### src/core/sig_mon_pkg.sv
package sig_mon_pkg;
   localparam int ADDR_W = 10;
   localparam logic [ADDR_W-1:0] OFS_WIN0 = 10'h271;
   localparam logic [ADDR_W-1:0] OFS_WIN1 = 10'h272;
   localparam logic [ADDR_W-1:0] OFS_WIN2 = 10'h273;
   localparam logic [ADDR_W-1:0] OFS_LATCH_CTL = 10'h274;
   localparam logic [ADDR_W-1:0] OFS_RES0 = 10'h275;
   localparam logic [ADDR_W-1:0] OFS_RES1 = 10'h276;
   localparam logic [ADDR_W-1:0] OFS_RES2 = 10'h277;
   localparam logic [ADDR_W-1:0] OFS_FRAME_CNT = 10'h278;
   localparam logic [ADDR_W-1:0] OFS_LINK_EN = 10'h279;
   localparam logic [ADDR_W-1:0] OFS_CONTENT_SEL = 10'h27a;
   localparam logic [ADDR_W-1:0] OFS_MON_CTL = 10'h270;
   localparam logic [ADDR_W-1:0] OFS_SYNC_CTL = 10'h26f;
   localparam logic [7:0] WIN0_RST = 8'h80;
   localparam logic [7:0] WIN12_RST = 8'h00;
   localparam int UPDATE_BIT = 4;
   localparam int SEL_MSB = 2;
   localparam logic [2:0] SEL_PEAK = 3'h1;
   localparam int PEAK_EN_BIT = 1;
   localparam int PEAK_INS_BIT = 1;
   localparam logic [7:0] CONTENT_SEL_RST = 8'h02;
   localparam logic [1:0] LINK_EN_ON = 2'h3;
   localparam int SYNC_ARM_BIT = 0;
   localparam int SYNC_NEXT_BIT = 1;
   localparam int RESULT_W = 20;
   localparam int WIN_W = 24;

   typedef struct packed {
      logic [ADDR_W-1:0] addr;
      logic [7:0] wdata;
      logic wr;
      logic rd;
   } reg_req_s;

   typedef struct packed {
      logic valid;
      logic include_peak;
      logic [RESULT_W-1:0] peak;
      logic [7:0] frame_num;
   } stats_word_s;
endpackage

### src/core/signal_level_monitor.sv
// What this block does
// Window length is 24-bit, three byte registers, low byte resets to 0x80.
// Software programs only even window lengths; odd lengths are unsupported.
// Writing result-update bit latches result and count to status; bit self-clears.
// Three-bit selection picks status source; code 001 (reset) selects peak.
// Status result 20 bits over three bytes; top nibble of upper reads zero.
// Eight-bit frame counter increments each time the window counter expires.
// Each set input-selection bit includes its statistic in the link frame; the code keeps only bit 1 (peak) and drops the others.
// Input-selection bit 1, default set, inserts peak data; clearing excludes it.
// Link enable field: 11 enables statistics transport, anything else disables.
// Armed next-edge sync takes only first reference edge, then clears arm.
`timescale 1ns/1ps
`default_nettype none
module signal_level_monitor
   import sig_mon_pkg::*;
#(
   parameter int SAMPLE_W = 16
) (
   input wire logic clk_i, // 40 MHz converter output clock
   input wire logic rst_b_i, // Async reset, active low
   input wire logic [ADDR_W-1:0] reg_addr_i, // Register address
   input wire logic [7:0] reg_wdata_i, // Write data
   input wire logic reg_wr_i, // Write strobe
   input wire logic reg_rd_i, // Read strobe
   output logic [7:0] reg_rdata_o, // Read data, cycle after strobe
   input wire logic [SAMPLE_W-1:0] sample_i, // Signed converter sample
   input wire logic sample_vld_i, // Sample valid
   input wire logic system_reference_strobe_i, // Reference pin, asynchronous
   output stats_word_s stats_o, // Statistics frame word to link framer
   output logic stats_link_en_o // Statistics transport enabled
);
   reg_req_s req;
   assign req = '{addr: reg_addr_i, wdata: reg_wdata_i, wr: reg_wr_i, rd: reg_rd_i};

   logic [7:0] win0_q;
   logic [7:0] win1_q;
   logic [7:0] win2_q;
   logic [WIN_W-1:0] win_len;
   logic [2:0] sel_q;
   logic update_q;
   logic [RESULT_W-1:0] result_q;
   logic [7:0] frame_snap_q;
   logic [1:0] link_en_q;
   logic peak_ins_q;
   logic peak_en_q;
   logic sync_arm_q;
   logic sync_next_q;
   logic [WIN_W-1:0] win_cnt_q;
   logic [RESULT_W-1:0] peak_run_q;
   logic [RESULT_W-1:0] peak_last_q;
   logic [7:0] frame_cnt_q;
   logic ref_s1_q;
   logic ref_s2_q;
   logic ref_s3_q;
   logic ref_edge;
   logic resync;
   logic expire;
   logic [SAMPLE_W-1:0] mag;
   logic [RESULT_W-1:0] mag_ext;
   logic wr_win0;
   logic wr_win1;
   logic wr_win2;
   logic wr_ctl;
   logic wr_link;
   logic wr_sel;
   logic wr_mon;
   logic wr_sync;

   assign wr_win0 = req.wr && req.addr == OFS_WIN0;
   assign wr_win1 = req.wr && req.addr == OFS_WIN1;
   assign wr_win2 = req.wr && req.addr == OFS_WIN2;
   assign wr_ctl = req.wr && req.addr == OFS_LATCH_CTL;
   assign wr_link = req.wr && req.addr == OFS_LINK_EN;
   assign wr_sel = req.wr && req.addr == OFS_CONTENT_SEL;
   assign wr_mon = req.wr && req.addr == OFS_MON_CTL;
   assign wr_sync = req.wr && req.addr == OFS_SYNC_CTL;

   // Window length bytes
   always_ff @(posedge clk_i or negedge rst_b_i) begin
      if (!rst_b_i) begin
         win0_q <= WIN0_RST;
         win1_q <= WIN12_RST;
         win2_q <= WIN12_RST;
      end else begin
         if (wr_win0) begin
            win0_q <= req.wdata;
         end
         if (wr_win1) begin
            win1_q <= req.wdata;
         end
         if (wr_win2) begin
            win2_q <= req.wdata;
         end
      end
   end

   // Result selection and update request
   always_ff @(posedge clk_i or negedge rst_b_i) begin
      if (!rst_b_i) begin
         sel_q <= SEL_PEAK;
         update_q <= 1'b0;
      end else begin
         if (wr_ctl) begin
            sel_q <= req.wdata[SEL_MSB:0];
         end
         // One-cycle pulse; reads back as zero afterwards
         update_q <= wr_ctl && req.wdata[UPDATE_BIT];
      end
   end

   // Link controls
   always_ff @(posedge clk_i or negedge rst_b_i) begin
      if (!rst_b_i) begin
         link_en_q <= 2'h0;
         peak_ins_q <= CONTENT_SEL_RST[PEAK_INS_BIT];
         peak_en_q <= 1'b0;
      end else begin
         if (wr_link) begin
            link_en_q <= req.wdata[1:0];
         end
         if (wr_sel) begin
            peak_ins_q <= req.wdata[PEAK_INS_BIT];
         end
         if (wr_mon) begin
            peak_en_q <= req.wdata[PEAK_EN_BIT];
         end
      end
   end

   // Reference strobe synchroniser and edge detect
   always_ff @(posedge clk_i or negedge rst_b_i) begin
      if (!rst_b_i) begin
         ref_s1_q <= 1'b0;
         ref_s2_q <= 1'b0;
         ref_s3_q <= 1'b0;
      end else begin
         ref_s1_q <= system_reference_strobe_i;
         ref_s2_q <= ref_s1_q;
         ref_s3_q <= ref_s2_q;
      end
   end
   assign ref_edge = ref_s2_q && !ref_s3_q;

   // Continuous mode resyncs on every edge; next-edge mode only once
   assign resync = sync_arm_q && ref_edge;

   always_ff @(posedge clk_i or negedge rst_b_i) begin
      if (!rst_b_i) begin
         sync_arm_q <= 1'b0;
         sync_next_q <= 1'b0;
      end else begin
         if (wr_sync) begin
            sync_next_q <= req.wdata[SYNC_NEXT_BIT];
         end
         // Armed next-edge resync in the same cycle as a sync write: the arm clear wins
         if (resync && sync_next_q) begin
            sync_arm_q <= 1'b0;
         end else if (wr_sync) begin
            sync_arm_q <= req.wdata[SYNC_ARM_BIT];
         end
      end
   end

   // Peak magnitude of incoming sample
   always_comb begin
      mag = sample_i[SAMPLE_W-1] ? SAMPLE_W'(-sample_i) : sample_i;
      mag_ext = RESULT_W'(mag);
   end

   // Window period counter; counts down from length-1
   assign expire = win_cnt_q == '0;
   assign win_len = {win2_q, win1_q, win0_q};

   always_ff @(posedge clk_i or negedge rst_b_i) begin
      if (!rst_b_i) begin
         win_cnt_q <= '0;
         frame_cnt_q <= 8'h00;
      end else if (resync) begin
         win_cnt_q <= win_len - WIN_W'(1);
         frame_cnt_q <= 8'h00;
      end else if (expire) begin
         // Even lengths assumed; odd is not guarded
         win_cnt_q <= win_len - WIN_W'(1);
         frame_cnt_q <= frame_cnt_q + 8'h01;
      end else begin
         win_cnt_q <= win_cnt_q - WIN_W'(1);
      end
   end

   always_ff @(posedge clk_i or negedge rst_b_i) begin
      if (!rst_b_i) begin
         peak_run_q <= '0;
         peak_last_q <= '0;
      end else if (resync || !peak_en_q) begin
         peak_run_q <= '0;
      end else if (expire) begin
         peak_last_q <= (sample_vld_i && mag_ext > peak_run_q) ? mag_ext : peak_run_q;
         peak_run_q <= '0;
      end else if (sample_vld_i && mag_ext > peak_run_q) begin
         peak_run_q <= mag_ext;
      end
   end

   // Status snapshot
   always_ff @(posedge clk_i or negedge rst_b_i) begin
      if (!rst_b_i) begin
         result_q <= '0;
         frame_snap_q <= 8'h00;
      end else if (update_q) begin
         result_q <= (sel_q == SEL_PEAK) ? peak_last_q : '0;
         frame_snap_q <= frame_cnt_q;
      end
   end

   // Statistics frame word, one per window
   assign stats_link_en_o = link_en_q == LINK_EN_ON;

   always_ff @(posedge clk_i or negedge rst_b_i) begin
      if (!rst_b_i) begin
         stats_o <= '0;
      end else begin
         stats_o.valid <= expire && stats_link_en_o;
         if (expire) begin
            stats_o.include_peak <= peak_ins_q;
            stats_o.peak <= peak_ins_q ? ((sample_vld_i && mag_ext > peak_run_q) ? mag_ext : peak_run_q) : '0;
            stats_o.frame_num <= frame_cnt_q + 8'h01;
         end
      end
   end

   // Register readback; unmapped addresses read zero
   always_ff @(posedge clk_i or negedge rst_b_i) begin
      if (!rst_b_i) begin
         reg_rdata_o <= 8'h00;
      end else if (req.rd) begin
         case (req.addr)
            OFS_WIN0: reg_rdata_o <= win0_q;
            OFS_WIN1: reg_rdata_o <= win1_q;
            OFS_WIN2: reg_rdata_o <= win2_q;
            OFS_LATCH_CTL: reg_rdata_o <= {3'h0, update_q, 1'b0, sel_q};
            OFS_RES0: reg_rdata_o <= result_q[7:0];
            OFS_RES1: reg_rdata_o <= result_q[15:8];
            OFS_RES2: reg_rdata_o <= {4'h0, result_q[19:16]};
            OFS_FRAME_CNT: reg_rdata_o <= frame_snap_q;
            OFS_LINK_EN: reg_rdata_o <= {6'h00, link_en_q};
            OFS_CONTENT_SEL: reg_rdata_o <= {6'h00, peak_ins_q, 1'b0};
            OFS_MON_CTL: reg_rdata_o <= {6'h00, peak_en_q, 1'b0};
            OFS_SYNC_CTL: reg_rdata_o <= {6'h00, sync_next_q, sync_arm_q};
            default: reg_rdata_o <= 8'h00;
         endcase
      end else begin
         reg_rdata_o <= 8'h00;
      end
   end
endmodule // signal_level_monitor
`default_nettype wire

### config.mk
export PLATFORM = sky130hd
export DESIGN_NAME = signal_level_monitor
export DESIGN_NICKNAME = d
export VERILOG_FILES = /design/src/core/sig_mon_pkg.sv /design/src/core/signal_level_monitor.sv
export SDC_FILE = /design/constraint.sdc
export NUM_CORES = 1
export LEC_CHECK = 0
export BUFFER_PORTS_ARGS = -buffer_cell sky130_fd_sc_hd__buf_2
export CAP_MARGIN = 15
export CORE_UTILIZATION = 30
export DETAILED_ROUTE_END_ITERATION = 16
export PLACE_DENSITY = 0.49
export SYNTH_ARGS = -nofsm -noshare
export SYNTH_HDL_FRONTEND = slang
export SYNTH_SLANG_ARGS = --single-unit
### constraint.sdc
create_clock -name clk_i -period 3.37 [get_ports clk_i]
set_clock_uncertainty 0.2 [all_clocks]
set_input_delay 1.011 -clock clk_i [delete_from_list [all_inputs] [get_ports clk_i]]
set_output_delay 1.011 -clock clk_i [all_outputs]
set_load 0.02 [all_outputs]
==> impl_results.md <==
- Status: finished, violations left
- Failing checks: negative setup slack
- Final std cells w/o fill: 1373
- Routed length per instance: 16.4 um
- DP Cell Count: 1338
- Ys async rst share: 100%
- Total clock sinks: 175
- Yosys top cell area share: 50.4%
- GRT Util Overall: 16.2%
- Initial DRC Count: 370
- Psw: 1.22 mW
- Cells after Synth: 856
- Setup slack at placement: -1.11 ns
- Die ar.: 29100 um^2
- RSZ-0062 raised after global routing: true
- Syn Nets: 917
- Final worst slack: -0.729 ns
- Worst reg2reg startpoint: win_cnt_q[15]
- Slew @ Worst Pin: 0.929 ns
- Sequential area share after synthesis: 51.4%
- Syn Std Cell Area: 8530 um^2
- Clock Power Share: 43.8%
- Root buffer cell: clkbuf_16
- Final Cell Area: 10700 um^2
- Most frequent cells after synthesis: dfrtp_1 (172), nand2_1 (119), o21ai_0 (80)
- Via Count: 6484
- Fin util: 38.3%
- FILL cells: 2776
- Drt total wl: 22500 um
- Clk slew on worst S/H paths: 0.07 ns
- Cell-internal power: 3.62 mW
- Die height: 171 um
- Pin count of the biggest net entering global routing: 51
- Multi-input gate area: 4050 um^2
- # hold bufs at CTS: 0
- Proportion of layout cells with a drive suffix above 1: 25.2%
- Placer congestion estimate: 0.853
- Minimum clock period: 4.10 ns
- First-pass GRT wire length: 36200 um
- Worst Setup End Kind: flop
- Ant diodes: 0
- Worst Path Required: 3.46 ns
- Final ANT Viol Nets: 0
- Sw Share: 25.1%
- P_leak: 4.70 nW
- Hold WC Path Type: flop to flop
- Ys flop type: dfrtp_1
- Max-slew headroom: 38.0%
- Distinct cells, synth: 58
- CTS buffer count: 17
- Total grt overflow: 0
- Htree depth: 4
- Final Cycle Share: 122%
- CP top delay family: simple AND/OR/NAND/NOR gates
- Worst EP arrival: 4.19 ns
- Crit Path Class: input port to flop
- CP max stage delay: 0.53 ns
- CP startpoint kind: input port
- Pwr dens: 454 nW/um^2
- Worst vdd ir: 0.000336 V
- Fin. max-slew vios: 0
- Initial Util: 30.6%
- Worst Setup SP: sample_i[9]
- CP max-delay cell: or4_4
- Yosys warnings: 0
- Top-level I/O count: 79
- Count leader, synth: dfrtp_1
- Final #Nets: 1043
- Synth area leaders: dfrtp_1 (50%), mux2_2 (5.4%), nand2_1 (5.2%)
- Port Buffer Count: 78
- Sequential cell area: 4380 um^2
- Hold Violations, Final: 0
- Number of synthesized flops with an enable pin: 0
- CTS tree: built
- Vias in the first global route: 6603
- DR DRC count: 0
- Crit path cell chain: buf_6, or4_4, or4_4, or2_1, o21ai_1, xnor2_1, ha_1, nand4_1, nor3_2, o31ai_2, a21oi_2, buf_6, clkbuf_16, mux2i_4, o21ai_0
- Synthesis-stage register bit count: 175
- Hold slack: 0.165 ns
- DR pass1 iterations: 5
- Fmax: 244 MHz
- Area growth syn-to-layout: 25.0%
- Final setup viols: 48
- Post-synth top area cell: dfrtp_1
- # rows: 61
- Longest Clk Path Bufs: 2
- Post-DP HPWL: 16600 um
- Crit-path max FO: 5
- DP Area: 9790 um^2
- Latest clock arrival within the worst-skew pair: 0.43 ns
- Core area: 27900 um^2
- Max-Cap Viols: 0
- Antenna violations before repair: 2
- Logic pwr share: 10.5%
- Drt via density: 4.72
- CP bufs+invs: 3
- Die Wd: 171 um
- Syn avg cell area: 9.97 um^2
- Hold Crit Start: ref_s1_q
- Seq pwr share: 45.7%
metal layers:
| metal | global-route usage (%) | vias up | share of wire, % |
|---|---|---|---|
| met5 | 0 | - | 0.12 |
| met4 | 4.19 | 4 | 1.6 |
| met3 | 3.08 | 23 | 3.1 |
| met2 | 26.9 | 103 | 47 |
| met1 | 21.6 | 3153 | 48 |
| li1 | - | 3201 | - |
through the flow:
| step | TNS, ns | total power [mW] |
|---|---|---|
| floorplan | -41.34 | 2.49 |
| global placement | -47.73 | 2.69 |
| detailed placement | -50.79 | 2.70 |
| CTS | -29.68 | 4.85 |
| global route | -41.10 | 5.04 |
| finish | -32.65 | 4.84 |
power groups by stage:
stage	Sequential [mW]	Combinational [mW]	Clock [mW]
after floorplan	2.23	0.255	0
after global placement	2.25	0.445	0
after detailed placement	2.25	0.449	0
after CTS	2.21	0.466	2.17
after global routing	2.22	0.571	2.25
final	2.21	0.509	2.12
cells in the final DEF (no fill, tap or decap), types with 4 or more instances in the layout:
cell type	count
or3_1	7
or4_1	6
mux2i_1	7
nand3b_1	6
nor4_1	10
a22oi_1	13
nand3_1	15
nand2b_1	6
xnor2_1	40
clkbuf_16	18
nor2_1	73
a21oi_1	33
nor3_1	15
buf_12	5
xor2_1	24
mux2_2	41
buf_4	55
o31ai_1	7
mux2i_4	13
nand4_1	4
dfrtp_1	172
nand2_1	119
inv_1	49
o21ai_1	27
o21ai_0	53
ha_1	21
a31oi_1	4
buf_2	76
flip-flops by register name, summed over array words and instances (netlist names), 2 cells and up:
register      count
link_en_q         2
win2_q            8
reg_rdata_o       8
win0_q            8
win_cnt_q        24
stats_o          30
peak_last_q      20
win1_q            8
result_q         20
frame_snap_q      8
sel_q             3
frame_cnt_q       8
peak_run_q       20
cell families after synthesis:
group	Yosys count	synth area share [%]
compound gates	160	10.9
xor+xnor	64	6.57
fa+ha+maj	21	3.08
buf+inv	82	3.72
flops	175	51.4
mux	65	8.37
simple gates	289	16.0
final timing paths:
path,end,slack (ns),depth (start not counted)
max,peak_last_q[13],-0.73,15
min,ref_s2_q,0.16,0
max reg2reg,frame_cnt_q[3],0.45,8
min reg2reg,ref_s2_q,0.16,0
max in group asynchronous,sel_q[0],1.91,2
min in group asynchronous,stats_o[2],0.33,1
layout make-up:
class / count / share of cell area [%]
inverter: 49 / 1.72
clock inverter: 13 / 1.65
clock buffer: 19 / 4.24
multi-input combinational: 599 / 37.9
sequential: 175 / 41.1
timing repair buffer: 140 / 8.92
tap: 378 / 4.43
worst register-to-register path: cells and delay by family (launching register included):
family                 cells  cell delay, ns
and+or+nand+nor            4            1.40
DFF                        1            0.43
buffers and inverters      2            0.48
AOI/OAI and AO/OA          2            0.28
repair_timing:
| action | in CTS | in global routing |
|---|---|---|
| setup endpoints to repair | 48 | 48 |
| endpoints found under the hold margin | 0 | 0 |
| resized for setup | 13 | 44 |
| cloned | 0 | 1 |
| pin swaps | 0 | 22 |
| setup buffers | 0 | 2 |
(Power assumes the default switching activity.)
